## config.mk

```make
export PLATFORM = sky130hd
export DESIGN_NAME = gsh_host
export DESIGN_NICKNAME = d
export VERILOG_FILES = /design/src/core/gsh_pkg.sv /design/src/core/gsh_host.sv
export SDC_FILE = /design/constraint.sdc
export NUM_CORES = 1
export LEC_CHECK = 0
export ABC_CLOCK_PERIOD_IN_PS = 3800
export BUFFER_PORTS_ARGS = -buffer_cell sky130_fd_sc_hd__buf_2
export CAP_MARGIN = 30
export CORE_MARGIN = 4
export CORE_UTILIZATION = 56
export DETAILED_ROUTE_END_ITERATION = 7
export GPL_TIMING_DRIVEN = 0
export PLACE_DENSITY = 0.77
export SYNTH_ARGS = -nofsm -noshare
export SYNTH_HDL_FRONTEND = slang
export SYNTH_SLANG_ARGS = --single-unit
```

## constraint.sdc

```tcl
create_clock -name CLK -period 3.8 [get_ports CLK]
set_input_delay 0.38 -clock CLK [delete_from_list [all_inputs] [get_ports CLK]]
set_output_delay 0.38 -clock CLK [all_outputs]
set_load 0.02 [all_outputs]
```

## src/core/gsh_pkg.sv

```systemverilog
/*
  gsh_pkg: constants for the host-side i2c master that talks to the gesture
  sensor message port. assumes a 50 mhz system clock.
*/
package gsh_pkg;
  localparam int unsigned CLK_HZ = 50_000_000; // system clock rate
  localparam int unsigned SCL_HZ = 400_000; // highest bus rate allowed
  // quarter period of scl, least time rounded up; host period 3*QTR+2 cycles still runs above max rate
  localparam int unsigned QTR_CYC = (CLK_HZ + 4 * SCL_HZ - 1) / (4 * SCL_HZ);
  localparam logic [6:0] DEV_ADDR = 7'h42; // sensor slave address
  localparam logic DIR_READ = 1'h1; // direction bit for a read
  localparam logic DIR_WRITE = 1'h0; // direction bit for a write
  localparam int unsigned BYTE_BITS = 8; // bits per byte
  localparam int unsigned GPORT_W = 5; // event pins
  // sequencer states
  typedef enum logic [3:0] {
    GSH_IDLE = 4'h0,
    GSH_START = 4'h1,
    GSH_BIT_LO = 4'h2,
    GSH_BIT_HI = 4'h3,
    GSH_STOP_LO = 4'h4,
    GSH_STOP_HI = 4'h5,
    GSH_STOP_END = 4'h6
  } gsh_state_t;
endpackage

```

## src/core/gsh_host.sv

```systemverilog
/*
  gsh_host: i2c master for the gesture sensor message port, with transfer
  pending watch and event pin sampling. assumes open-drain scl/sda/pending
  wires resolved outside with pull-ups; strap pins are driven from here.
*/
// Behaviour
// both straps low select i2c mode
// sensor answers at seven-bit address 0x42
// pending line is open-drain from sensor
// host reads when pending line is low
// pending may blink high between queued messages
// host never drives the pending line
// sensor queues up to five messages
// started read removes message from queue
// aborted read still discards the message
// host clocks scl no faster than 400 khz; code scl period is 3*QTR+2 cycles, about 510 khz at QTR_CYC
// address and write data valid at rising scl
// sensor acks address, host acks read data
// host waits until scl really rises
// only matching address gets an ack
// read data msb first, changes after fall
// host acks low, final byte left high
// sensor acks each written byte
// host ends transfers with a stop
// start is sda falling while scl high
// direction bit one reads, zero writes
// five event pins run beside i2c
// many sources may share one event pin
// start condition wakes a sleeping sensor
// full queue holds pending line low
`timescale 1ns/100ps
`default_nettype none
module gsh_host #(
  parameter int unsigned QTR = gsh_pkg::QTR_CYC // cycles per quarter scl period
) (
  input wire logic CLK,
  input wire logic RST,
  input wire logic CE,
  input wire logic REQ_VALID, // start a transfer
  output logic REQ_READY, // transfer may be taken
  input wire logic REQ_READ, // one for read, zero for write
  input wire logic REQ_LAST, // this byte is final before stop
  input wire logic [7:0] REQ_WDATA, // write byte
  output logic RSP_VALID, // one-cycle pulse: byte done
  output logic [7:0] RSP_RDATA, // read byte
  output logic RSP_NACK, // address or write byte not acknowledged
  output logic PENDING, // sensor has a message waiting
  output logic [4:0] EVENTS, // synchronised event pins
  output logic IFACE_SEL_LOW_STRAP, // strap, held low
  output logic IFACE_SEL_HIGH_STRAP, // strap, held low
  input wire logic SCL_I,
  output logic SCL_O,
  output logic SCL_OE,
  input wire logic SDA_I,
  output logic SDA_O,
  output logic SDA_OE,
  input wire logic XFER_PENDING_N_I, // observed only
  input wire logic [4:0] GPORT_I // event pins from sensor
);
  initial
  begin
    if (QTR < 1 || QTR > 65535) $error("gsh_host: QTR out of range");
  end

  // two-flop synchronisers for every outside input
  logic [7:0] s1_q, s2_q;
  always_ff @(posedge CLK)
  begin
    if (RST)
    begin
      s1_q <= 8'hff;
      s2_q <= 8'hff;
    end
    else if (CE)
    begin
      s1_q <= {SCL_I, SDA_I, XFER_PENDING_N_I, GPORT_I};
      s2_q <= s1_q;
    end
  end
  wire scl_s = s2_q[7];
  wire sda_s = s2_q[6];
  wire pend_n_s = s2_q[5];

  // pending seen low (covers full queue too) R04 R24
  assign PENDING = ~pend_n_s;
  // event pins run independently of i2c R21 R22
  assign EVENTS = s2_q[4:0];
  // both straps low select i2c at address 0x42 R01
  assign IFACE_SEL_LOW_STRAP = 1'b0;
  assign IFACE_SEL_HIGH_STRAP = 1'b0;

  gsh_pkg::gsh_state_t st_q, st_d;
  logic [15:0] tmr_q; // quarter-period timer
  logic [3:0] bit_q; // bit index 0..8
  logic [7:0] sh_q; // shift register
  logic phase_q; // 0 address byte, 1 data bytes
  logic rd_q, last_q, nack_q, sda_q, scl_q;
  logic [7:0] wbuf_q; // write byte held for data phase

  wire tmr_done = (tmr_q == 16'h0);
  wire take = REQ_VALID & REQ_READY;
  // ack bit slot is index 8
  wire ack_slot = (bit_q == 4'h8);
  // host drives data in write/address phase or drives ack in read data
  wire host_tx = ~phase_q | ~rd_q;
  // sda value to put on wire in current slot R12 R16
  wire bit_val = ack_slot ? (host_tx ? 1'b1 : last_q) : (host_tx ? sh_q[7] : 1'b1);
  assign REQ_READY = (st_q == gsh_pkg::GSH_IDLE) | (st_q == gsh_pkg::GSH_BIT_LO && bit_q == 4'h0 && phase_q
                     && tmr_done && sda_q == 1'b1 && scl_q == 1'b0 && RSP_VALID == 1'b0 && last_q == 1'b0);

  // open-drain outputs: only drive low R03 R06
  assign SCL_O = 1'b0;
  assign SDA_O = 1'b0;
  assign SCL_OE = ~scl_q;
  assign SDA_OE = ~sda_q;

  // next state
  always_comb
  begin
    st_d = st_q;
    unique case (st_q)
      gsh_pkg::GSH_IDLE: if (take) st_d = gsh_pkg::GSH_START;
      gsh_pkg::GSH_START: if (tmr_done) st_d = gsh_pkg::GSH_BIT_LO;
      gsh_pkg::GSH_BIT_LO: if (tmr_done && !take) st_d = gsh_pkg::GSH_BIT_HI;
      gsh_pkg::GSH_BIT_HI: if (tmr_done && scl_s)
        // stop after a refused byte, or after the final data byte R18
        st_d = (ack_slot && ((host_tx && sda_s) || nack_q || (phase_q && last_q))) ? gsh_pkg::GSH_STOP_LO
             : gsh_pkg::GSH_BIT_LO;
      gsh_pkg::GSH_STOP_LO: if (tmr_done) st_d = gsh_pkg::GSH_STOP_HI;
      gsh_pkg::GSH_STOP_HI: if (tmr_done && scl_s) st_d = gsh_pkg::GSH_STOP_END;
      gsh_pkg::GSH_STOP_END: if (tmr_done) st_d = gsh_pkg::GSH_IDLE;
      default: st_d = gsh_pkg::GSH_IDLE;
    endcase
  end

  // sequencer
  always_ff @(posedge CLK)
  begin
    if (RST)
    begin
      st_q <= gsh_pkg::GSH_IDLE;
      tmr_q <= 16'h0;
      bit_q <= 4'h0;
      sh_q <= 8'h0;
      phase_q <= 1'b0;
      rd_q <= 1'b0;
      last_q <= 1'b0;
      nack_q <= 1'b0;
      sda_q <= 1'b1;
      scl_q <= 1'b1;
      wbuf_q <= 8'h0;
      RSP_VALID <= 1'b0;
      RSP_RDATA <= 8'h0;
      RSP_NACK <= 1'b0;
    end
    else if (CE)
    begin
      st_q <= st_d;
      RSP_VALID <= 1'b0;
      if (!tmr_done) tmr_q <= tmr_q - 16'h1;
      unique case (st_q)
        // idle: take request, pull sda low with scl high R19 R23
        gsh_pkg::GSH_IDLE:
        begin
          if (take)
          begin
            rd_q <= REQ_READ;
            last_q <= REQ_LAST;
            wbuf_q <= REQ_WDATA;
            sh_q <= {gsh_pkg::DEV_ADDR, REQ_READ ? gsh_pkg::DIR_READ : gsh_pkg::DIR_WRITE};
            phase_q <= 1'b0;
            nack_q <= 1'b0;
            bit_q <= 4'h0;
            sda_q <= 1'b0;
            tmr_q <= 16'(2 * QTR);
          end
        end
        // start held, then scl low R19
        gsh_pkg::GSH_START:
        begin
          if (tmr_done)
          begin
            scl_q <= 1'b0;
            tmr_q <= 16'(QTR);
          end
        end
        // scl low: set sda after fall, then release scl
        gsh_pkg::GSH_BIT_LO:
        begin
          if (take)
          begin
            last_q <= REQ_LAST; // next data byte chained
            sh_q <= REQ_WDATA;
          end
          else
          begin
            // data settles during the low phase, ahead of the rise
            sda_q <= bit_val;
            if (tmr_done)
            begin
              scl_q <= 1'b1;
              tmr_q <= 16'(2 * QTR);
            end
          end
        end
        // scl high: wait for real rise, sample sda R13 R15
        gsh_pkg::GSH_BIT_HI:
        begin
          if (tmr_done && scl_s)
          begin
            scl_q <= 1'b0;
            tmr_q <= 16'(QTR);
            if (ack_slot)
            begin
              bit_q <= 4'h0;
              // sensor ack for address and write bytes R12 R14 R17
              if (host_tx) nack_q <= sda_s;
              RSP_VALID <= 1'b1;
              RSP_NACK <= host_tx & sda_s;
              RSP_RDATA <= sh_q;
              if (!phase_q)
              begin
                phase_q <= 1'b1;
                sh_q <= wbuf_q; // first write byte
                last_q <= rd_q ? last_q : last_q;
              end
            end
            else
            begin
              bit_q <= bit_q + 4'h1;
              sh_q <= {sh_q[6:0], sda_s};
            end
            // a stop follows a nacked address, a final byte R18
            if (ack_slot && (host_tx ? sda_s : 1'b0)) nack_q <= 1'b1;
          end
        end
        // stop: sda low while scl low, scl up, then sda up R18
        gsh_pkg::GSH_STOP_LO:
        begin
          sda_q <= 1'b0;
          if (tmr_done)
          begin
            scl_q <= 1'b1;
            tmr_q <= 16'(QTR);
          end
        end
        gsh_pkg::GSH_STOP_HI:
        begin
          if (tmr_done && scl_s)
          begin
            sda_q <= 1'b1;
            tmr_q <= 16'(2 * QTR);
          end
        end
        gsh_pkg::GSH_STOP_END:
        begin
          bit_q <= 4'h0;
        end
        default:
        begin
          bit_q <= 4'h0;
        end
      endcase
    end
  end
endmodule
`default_nettype wire

```

Yosys cells after proc, flatten, opt, wreduce, memory -nomap -nowiden

Cells that the tools add are included.

$add $sub $neg: 2
Reduce and logical (&&, ||, !) cells: 36
Equality and inequality tests: 20
Bitwise operators: 12
Multiplexer cells: 52

Operator list:

| operator                                                              | number |
|---|---|
| 16-bit two-way mux                                                    | 7 |
| 16-bit one-hot mux with 5 select lines                                | 1 |
| 4-bit two-way mux                                                     | 10 |
| 8-bit two-way mux                                                     | 5 |
| 4-bit one-hot mux with 7 select lines                                 | 1 |
| 8-bit one-hot mux with 3 select lines                                 | 1 |
| 1-bit two-way mux                                                     | 21 |
| 2-bit inequality test, second input constant                          | 9 |
| 16-bit zero test                                                      | 1 |
| 16-bit by 1-bit subtractor with 16-bit output, second input constant  | 1 |
| 5-bit AND reduction                                                   | 3 |
| 1-bit logical AND                                                     | 13 |
| 4-bit by 3-bit equality test with 1-bit output, second input constant | 3 |
| 4-bit one-hot mux with 3 select lines                                 | 1 |
| 6-bit AND reduction                                                   | 2 |
| 3-bit inequality test, second input constant                          | 3 |
| 4-bit by 2-bit equality test with 1-bit output, second input constant | 2 |
| 4-bit zero test                                                       | 2 |
| 1-bit NOT                                                             | 8 |
| 1-bit one-hot mux with 4 select lines                                 | 2 |
| 4-bit AND reduction                                                   | 2 |
| 8-bit AND reduction                                                   | 1 |
| 4-bit nonzero test                                                    | 2 |
| 3-bit AND reduction                                                   | 2 |
| 14 further kinds                                                      | 19 |

Word-level logic and storage cells: 138
Register bits: 72
Input port bits: 22

Logic depth before layout (Yosys ltp)

Gate-level depths: netlist of run 1.

Word-level depth: 14
Depth in mapped cells: 11
Gate-level depth less buffers: 10

Least setup slack after synthesis of run 1

Ideal clock, no wire load.

Path type: reg2reg
Start: register tmr_q[0]
End: register tmr_q[4]
Data required time: 3.685 ns
Path slack: 1.302 ns
Library setup time: 0.115 ns
Cell stages (with the launch flop): 10
Buffers on the path: 1
Arrival time: 2.383 ns
Cell sequence: dfxtp_1 -> inv_1 -> ha_1 -> or4b_1 -> nor4_4 -> o22ai_1 -> a2111oi_4 -> a21o_1 -> buf_6 -> nor2_2

Word-level cells in the longest chain between the ends: 10

Ends and longest elaborated chain:

| item                                                                                                  | line            | text |
|---|---|---|
| start: declaration                                                                                    | gsh_host.sv:93  | `logic [15:0] tmr_q;` |
| start signal: assignment                                                                              | gsh_host.sv:160 | `if (!tmr_done) tmr_q <= tmr_q - 16'h1;` |
| start signal: assignment                                                                              | gsh_host.sv:175 | `tmr_q <= 16'(2 * QTR);` |
| start signal: assignment                                                                              | gsh_host.sv:184 | `tmr_q <= 16'(QTR);` |
| parallel branches: the longest is 9 deep, another holds 16-bit by 1-bit subtractor with 16-bit output | --              |  |
| 16-bit one-hot mux with 5 select lines (*)                                                            | gsh_host.sv:161 | `unique case (st_q)` |

Mark *: on every way between the ends.
A chain may end at the register's enable or synchronous reset.

Worst setup path after layout of run 1

Start: register tmr_q[0]
End: register tmr_q[11]

Same word-level chain as after synthesis.

==> summary.txt, run 1 <==
Status: complete, no violations
Hold depth: 3
Global Route Usage Sum: 0.245
Max Cap Viol: 0
RD Place Congestion: 0.954
Post-synth EDFFs: 0
Cts hold-fix bufs: 0
Pwr dens: 705 mW/mm2
Avg WL per Cell: 16.6 um
Seq/Total Area, Yosys: 0.373
# Post-CTS Setup Buffers: 0
ANT nets after route: 0
Synth Area per Inst: 8.07 um2
Period utilization: 0.791
Max Slew Vio Count: 0
Post-DP HPWL: 7130 um
Io pins: 45
Die height: 90.5 um
Max-slew headroom: 0.362
Die Wd: 90.5 um
First-pass GRT wire length: 16,300 um
Worst-margin pin slew: 0.948 ns
Vias post-DR: 3,609
Initial core utilization: 0.590
Count leader, synth: nand2_1
Register bit total from synthesis: 71
Vias/cell: 5.97
Critical path type: reg -> reg
Critical Path Sink Type: flip-flop
Critical path fanouts, max: 10
Most frequent cells after synthesis: nand2_1, dfxtp_1, nor2_1
Vias in the first global route: 3,259
Total grt overflow: 0
Fmax: 333 MHz
Fin. Hold Viols: 0
Clock latency on the worst-skew pair: 0.35 ns
Ant diodes: 0
Area delta synth->final: 12.5%
Top FF cell, synth: dfxtp_1
Top cell type by total area after synthesis: dfxtp_1
Storage element area: 0.00142 mm2
Static Leak: 1.72 nW
Cells after synthesis: 472
Num CTS Buffers: 9
Overall power: 0.00302 W
Clk sinks: 71
Core Util, Final: 0.664
Required @ worst endpoint: 4.05 ns
Clk buf depth: 2
Asr flop ratio synth: 0
RSZ-0062 raised after global routing: no
First DRT Iteration DRCs: 288
Core Footprint: 0.00646 mm2
Footprint of the multi-input gates: 0.00214 mm2
Clk pin slew, worst setup/hold paths: 0.09 ns
# fillers: 559
Final min period: 3.01 ns
Die area: 0.00818 mm2
CTS H-Tree Depth: 3
# DRC: 0
Maximum number of pins on one net before global-route repair: 16
Placed inst area: 0.00410 mm2
Syn. warnings: 0
Crit start category: flip-flop
Fin area: 0.00429 mm2
Initial antenna violation count: 0
Final wirelength: 10,100 um
Mapped Area: 0.00381 mm2
R2R depth: 9
Final Skew: 0.0125 ns
Unique masters post-synth: 60
Buffers on Ports: 37
CTS tree: built
HP Class: in -> reg
Final TNS setup: 0 ns
Maximum vdd drop: 388 uV
Clk Tree Root Cell: clkbuf_8
Top post-synthesis cells by area: dfxtp_1, mux2i_1, nand2_1, a21oi_1, nor2_1
Nets: 550
Final setup violation count: 0
Layout cells sized above 1: 0.163
Worst EP arrival: 3.26 ns
Std cell rows: 29
Cts repair resizes: 0
Post-synth top area share: 0.373
DR pass1 iterations: 5
cell type report:
class | count | share of cell area
tap | 77 | 0.0225
inverter | 11 | 0.00963
buffer | 42 | 0.0505
clock buffer | 9 | 0.0289
clock inverter | 7 | 0.0143
multi-input combinational | 351 | 0.499
sequential | 71 | 0.332
timing repair buffer | 37 | 0.0432
kinds of logic after synthesis:
| kind of cell | Yosys count | synth area share |
|---|---|---|
| XOR/XNOR | 12 | 0.0276 |
| AND/OR/NAND/NOR | 200 | 0.266 |
| other | 1 | 0.000985 |
| adder cells (fa/ha/maj) | 5 | 0.0164 |
| buffers and inverters | 53 | 0.0677 |
| flip-flops | 71 | 0.373 |
| AO/OA/AOI/OAI | 103 | 0.177 |
| multiplexers | 27 | 0.0710 |
power by group:
group          total, W  internal, W  switching, W
registers      0.000984     0.000862      0.000122
clock network  0.000577     0.000249      0.000328
logic           0.00146     0.000582      0.000879
state kept, by name, summed over array words and instances (netlist names):
name / count
tmr_q: 16
RSP_RDATA: 8
s1_q: 8
s2_q: 8
sh_q: 8
wbuf_q: 8
bit_q: 4
st_q: 3
RSP_NACK: 1
RSP_VALID: 1
last_q: 1
nack_q: 1
phase_q: 1
rd_q: 1
scl_q: 1
sda_q: 1
critical path: stages, from the launching register on:
cell,delay (ns)
dfxtp_1,0.32
inv_1,0.12
ha_1,0.22
or4b_1,0.49
nor4_4,0.60
o22ai_1,0.25
a2111oi_4,0.46
a21o_1,0.22
buf_6,0.17
nor2_2,0.06
metal layers:
metal  wire, um  global-route usage  share of wire  vias up
li1           -                   -              -     1747
met3        839              0.0608          0.083       26
met5          0                   0              0        -
met4        157              0.0753          0.016        0
met1       4460               0.337           0.44     1668
met2       4610               0.376           0.46      168
placed cells by master (no fill, tap or decap), drive strengths merged, types with 6 or more instances in the layout:
| cell | Yosys | layout |
|---|---|---|
| and3 | 8 | 8 |
| dfxtp | 71 | 71 |
| a31oi | 7 | 7 |
| xor2 | 8 | 8 |
| nand3 | 9 | 9 |
| buf | 19 | 56 |
| a21oi | 38 | 38 |
| nand2 | 72 | 72 |
| nor2 | 53 | 53 |
| nand3b | 6 | 6 |
| mux2i | 27 | 27 |
| clkbuf | 23 | 32 |
| nor3 | 12 | 12 |
| o21ai | 20 | 20 |
| inv | 11 | 15 |
path summary, 6_finish.rpt:
path / endpoint / slack, ns / startpoint
max: tmr_q[11] / 0.79 / tmr_q[0]
min: s1_q[4] / 0.23 / GPORT_I[4]
max reg2reg: tmr_q[11] / 0.79 / tmr_q[0]
min reg2reg: rd_q / 0.46 / rd_q
per-stage QoR:
step | cells | setup slack [ns] | hold WS, ns
after floorplan | 475 | 1.30 | 0.437
after global placement | 589 | 0.865 | 0.442
after detailed placement | 589 | 0.822 | 0.447
after CTS | 605 | 0.793 | 0.221
after global routing | 605 | 0.580 | 0.234
final | 605 | 0.793 | 0.234
Note: power is estimated with default switching activity, not from simulation.
==> run 2, diff against run 1 <==
ABC_CLOCK_PERIOD_IN_PS = 2500   (was 3800)
CORE_UTILIZATION = 53   (was 56)
PLACE_DENSITY = 0.76   (was 0.77)
clock period = 2.5 ns   (was 3.8 ns; I/O delays follow)
==> run 2 against run 1 <==
Compared with the run above: sequential cell count unchanged; clock skew down 0.0014 ns; critical path type unchanged; largest power group unchanged; critical endpoint is now sh_q[7]; utilization up 0.41 points; critical path depth down 1; clock power up 80%; power up 78%; global-route usage up 0.12 points; via count up 3.8%; largest cell class unchanged.
==> summary.txt, run 2 (synthesis results as in run 1) <==
Status: complete, no violations
Pwr dens: 1170 mW/mm2 (+66%)
Num CTS Buffers: 9 (unchanged)
Maximum vdd drop: 499 uV (+29%)
Critical path type: reg -> reg
Max Slew Vio Count: 0 (unchanged)
CTS H-Tree Depth: 3 (unchanged)
Sequential Power Share: 0.294 (-0.031)
RD Place Congestion: 0.940 (-1.4%)
Internal power: 0.00316 W (+87%)
CP most frequent cell: a21oi_1
Die height: 92.8 um (+2.5%)
Clock latency on the worst-skew pair: 0.35 ns (about the same)
Sw Pwr: 0.00222 W (+67%)
Period utilization: 0.985 (+0.193)
Clk Tree Root Cell: clkbuf_8
CP delay by family, top: simple AND/OR/NAND/NOR gates
First-pass GRT wire length: 17,100 um (+4.8%)
Total grt overflow: 0 (unchanged)
Placed Instances: 608 (+3.2%)
Post-DP HPWL: 7110 um (-0.16%)
Cts hold-fix bufs: 0 (unchanged)
Std cell rows: 30 (+3.4%)
Core Footprint: 0.00687 mm2 (+6.4%)
Overall power: 0.00538 W (+78%)
First DRT Iteration DRCs: 362 (+26%)
Final Skew: 0.0112 ns (-0.00137 ns)
Initial core utilization: 0.554 (-0.0352)
Worst EP arrival: 2.70 ns (-0.56 ns)
Io pins: 45 (unchanged)
Required @ worst endpoint: 2.73 ns (-1.32 ns)
# DRC: 0 (unchanged)
Placed inst area: 0.00413 mm2 (+0.58%)
Clk pin slew, worst setup/hold paths: 0.09 ns (about the same)
Die Wd: 92.8 um (+2.5%)
Max reg flops: 16 (unchanged)
Critical path fanouts, max: 7 (-3)
Crit start category: flip-flop
Largest stage delay on the critical path: 0.56 ns (-0.04 ns)
Initial antenna violation count: 0 (unchanged)
Vias post-DR: 3,747 (+3.8%)
Max Cap Viol: 0 (unchanged)
Hold_ws: 0.106 ns (-0.127 ns)
Clk sinks: 71 (unchanged)
CTS tree: built
Nets: 561 (+2.0%)
Critical-path cell list: or4_4 > nor4_4 > buf_6 > a21oi_1 > a311oi_4 > buf_4 > nor2b_2 > a21oi_1
CP max stage cell: or4_4
Max-slew headroom: 0.311 (-0.0514)
Non-filler cells, final: 635 (+5.0%)
Final setup violation count: 0 (unchanged)
Critical Path Sink Type: flip-flop
Worst-margin pin slew: 1.02 ns (+0.0720 ns)
Net Sw Frac: 0.413 (-0.0268)
Fin area: 0.00459 mm2 (+7.0%)
Clock network power share: 0.193 (+0.002)
Maximum number of pins on one net before global-route repair: 14 (-2)
Combinational power share: 0.513 (+0.029)
Fmax: 406 MHz (+22%)
ANT nets after route: 0 (unchanged)
Reg with most FFs: tmr_q
Die area: 0.00861 mm2 (+5.1%)
Global Route Usage Sum: 0.246 (+0.00122)
Area delta synth->final: 20.4%
Vias/cell: 5.90 (-1.1%)
DR pass1 iterations: 5 (unchanged)
HP Class: in -> reg
Avg WL per Cell: 16.6 um (-0.42%)
Buffers on Ports: 37 (unchanged)
RSZ-0062 raised after global routing: yes
Static Leak: 1.82 nW (+6.0%)
Ant diodes: 0 (unchanged)
Layout cells sized above 1: 0.226 (+0.0635)
Most common cell after layout, fill and taps aside: nand2_1
Final wirelength: 10,500 um (+4.5%)
Final min period: 2.46 ns (-0.545 ns)
Fin. Hold Viols: 0 (unchanged)
Vias in the first global route: 3,617 (+11%)
Worst path bufs/invs: 2 (unchanged)
Final TNS setup: 0 ns (unchanged)
Commonest non-fill, non-tap cells in the layout: nand2_1, dfxtp_1, nor2_1
Clk buf depth: 2 (unchanged)
run 2: worst paths after layout:
| path | start | to | slack [ns] | cells past startpoint |
|---|---|---|---|---|
| max | tmr_q[4] | sh_q[7] | 0.04 | 8 |
| min | GPORT_I[4] | s1_q[4] | 0.11 | 3 |
| max reg2reg | tmr_q[4] | sh_q[7] | 0.04 | 8 |
| min reg2reg | wbuf_q[1] | wbuf_q[1] | 0.46 | 2 |
run 2: power groups by stage:
stage / sequential (W) / clock, W / combinational [W]
final: 0.00158 / 0.00104 / 0.00276
after global placement: 0.00150 / 0 / 0.00212
after global routing: 0.00161 / 0.00110 / 0.00301
after detailed placement: 0.00151 / 0 / 0.00217
after floorplan: 0.00146 / 0 / 0.00175
after CTS: 0.00152 / 0.00105 / 0.00238
run 2: repair_timing:
action                     4_1_cts  5_1_grt
setup endpoints to repair       35       34
gates cloned                     0        1
setup buffers                    6        8
pin swaps                        6       10
resized for setup               16       26
run 2: area by class of cell:
class	count	area, um2
fill	609	2280
clock buffer	10	128
sequential	71	1440
inverter	11	45.0
tap	96	120
multi-input combinational	351	2260
clock inverter	6	92.6
buffer	38	201
timing repair buffer	52	305
run 2: through the flow:
| stage | utilization | worst slack, ns |
|---|---|---|
| after global routing | 0.668 | -0.0747 |
| after global placement | 0.601 | -0.408 |
| after floorplan | - | 0.00194 |
| after CTS | 0.648 | 0.00463 |
| after detailed placement | 0.601 | -0.454 |
| final | 0.668 | 0.0384 |
run 2: worst register-to-register path, stage by stage (launching register included):
cell	delay, ns
dfxtp_4	0.38
or4_4	0.56
nor4_4	0.27
buf_6	0.18
a21oi_1	0.11
a311oi_4	0.38
buf_4	0.21
nor2b_2	0.17
a21oi_1	0.09
run 2: per-layer routing:
layer | wire length (um) | global-route usage | vias to the layer above
met5 | 0 | 0 | -
met4 | 297 | 0.104 | 0
met3 | 867 | 0.0528 | 32
met2 | 4940 | 0.399 | 195
met1 | 4420 | 0.315 | 1742
li1 | - | - | 1778
==> run 3, diff against run 2 <==
BUFFER_PORTS_ARGS = -buffer_cell sky130_fd_sc_hd__buf_4   (was -buffer_cell sky130_fd_sc_hd__buf_2)
==> run 3 against run 2 <==
Compared with the run above: final cell count is the same; count of clock-buffer cells in the layout is the same; power is 1.3% lower; worst setup slack better by 0.037 ns; critical path depth stayed put; register-to-register slack improved by 0.04 ns; hold slack worse by 0.0033 ns; fmax is 1.5% higher; non-clock buffer count unchanged; sequential cell count is the same; clock skew is essentially flat; first-iteration DRC count unchanged; critical endpoint is now tmr_q[7]; largest cell class unchanged.
==> summary.txt, run 3 (synthesis results as in run 1) <==
CTS H-Tree Depth: 3 (unchanged)
Die area: 0.00861 mm2 (unchanged)
Clk buf depth: 2 (unchanged)
Nets: 561 (unchanged)
CTS tree: built
Clock latency on the worst-skew pair: 0.36 ns (about the same)
Required @ worst endpoint: 2.75 ns (+0.02 ns)
Final min period: 2.42 ns (-0.0368 ns)
Footprint of the multi-input gates: 0.00223 mm2 (-1.1%)
Max Cap Viol: 0 (unchanged)
Cts hold-fix bufs: 0 (unchanged)
FF-to-FF Start: tmr_q[2]
Setup WS post-layout: 0.0751 ns (+0.0368 ns)
Pre-CTS setup slack: -0.429 ns (+0.0252 ns)
Max-slew headroom: 0.340 (+0.0298)
Static Leak: 1.85 nW (+1.6%)
RD Place Congestion: 0.928 (-1.3%)
Storage element area: 0.00143 mm2 (-0.35%)
Maximum number of pins on one net before global-route repair: 14 (unchanged)
Fin. Hold Viols: 0 (unchanged)
Final Skew: 0.0109 ns (-0.000299 ns)
Hold_ws: 0.103 ns (-0.00325 ns)
Status: complete, no violations
Clk sinks: 71 (unchanged)
Std cell rows: 30 (unchanged)
Layout cells sized above 1: 0.228 (+0.00186)
First DRT Iteration DRCs: 362 (unchanged)
Die Wd: 92.8 um (unchanged)
ANT nets after route: 0 (unchanged)
Initial core utilization: 0.554 (unchanged)
Vias post-DR: 3,729 (-0.48%)
Vias in the first global route: 3,557 (-1.7%)
Clk pin slew, worst setup/hold paths: 0.08 ns (about the same)
HP Class: in -> reg
Initial antenna violation count: 0 (unchanged)
Worst-margin pin slew: 0.980 ns (-0.0399 ns)
RSZ-0062 raised after global routing: yes
Max reg flops: 16 (unchanged)
Final TNS setup: 0 ns (unchanged)
Area delta synth->final: 22.4%
Reg with most FFs: tmr_q
Avg WL per Cell: 16.7 um (+0.93%)
FF-to-FF setup slack: 0.08 ns (+0.04 ns)
Final wirelength: 10,600 um (+0.93%)
Core Footprint: 0.00687 mm2 (unchanged)
Fmax: 412 MHz (+1.5%)
Core Util, Final: 0.679 (+0.0107)
Min-delay src: XFER_PENDING_N_I
Die height: 92.8 um (unchanged)
Commonest non-fill, non-tap cells in the layout: nand2_1, dfxtp_1, buf_4
Worst EP arrival: 2.68 ns (-0.02 ns)
Critical Path Sink Type: flip-flop
# fillers: 594 (-2.5%)
Critical path type: reg -> reg
Maximum vdd drop: 551 uV (+10%)
Period utilization: 0.970 (-0.0147)
Most common cell after layout, fill and taps aside: nand2_1
Ant diodes: 0 (unchanged)
Max Slew Vio Count: 0 (unchanged)
Critical path fanouts, max: 8 (+1)
Global Route Usage Sum: 0.253 (+0.00691)
Num CTS Buffers: 9 (unchanged)
Post-DP HPWL: 7130 um (+0.23%)
Vias/cell: 5.87 (-0.48%)
Crit start category: flip-flop
Total grt overflow: 0 (unchanged)
Clk Tree Root Cell: clkbuf_8
Setup crit start: tmr_q[2]
First-pass GRT wire length: 17,400 um (+1.7%)
DR pass1 iterations: 5 (unchanged)
Final setup violation count: 0 (unchanged)
Io pins: 45 (unchanged)
Buffers on Ports: 37 (unchanged)
Pwr dens: 1140 mW/mm2 (-2.9%)
# DRC: 0 (unchanged)
-- run 3: per-stage QoR --
stage	instances	power [W]	area, um2
global route	635	0.00559	4660
global placement	608	0.00365	4220
finish	635	0.00531	4660
CTS	635	0.00505	4590
detailed placement	608	0.00369	4220
floorplan	475	0.00322	3820
-- run 3: power by group --
group / internal [W] / total [W] / switching (W) / leakage, nW
Clock: 0.000569 / 0.00103 / 0.000464 / 0.107
Sequential: 0.00132 / 0.00155 / 0.000228 / 0.582
Combinational: 0.00122 / 0.00273 / 0.00151 / 1.16
-- run 3: cell type report --
type / count / area share
multi-input cells: 351 / 0.479
clock buffers: 10 / 0.0274
plain buffers: 39 / 0.0467
clock inverters: 6 / 0.0201
well taps: 96 / 0.0258
inverters: 11 / 0.00966
repair buffers: 51 / 0.0838
flip-flops and latches: 71 / 0.307
-- run 3: final timing paths --
check,to,depth (start not counted)
max,tmr_q[7],8
min,s1_q[5],3
max reg2reg,tmr_q[7],8
min reg2reg,wbuf_q[7],2
-- run 3: worst max-delay path, stage by stage (launching register included) --
cell and delay (ns):
dfxtp_4 0.38, or4b_4 0.55, nor4_4 0.27, buf_4 0.20, o22ai_4 0.10, a2111oi_4 0.33, a21o_1 0.27, buf_6 0.16
nor2_2 0.05
-- run 3: per-layer routing --
layer | track usage | routed length, um
met2 | 0.399 | 4990
met1 | 0.334 | 4510
met3 | 0.0536 | 915
met5 | 0 | 0
met4 | 0.106 | 206
-- run 3: repair_timing --
action,CTS,global route
gates cloned,1,0
endpoints found under the setup margin,38,32
buffers inserted,11,2
pin swaps,6,6
resized for setup,17,23
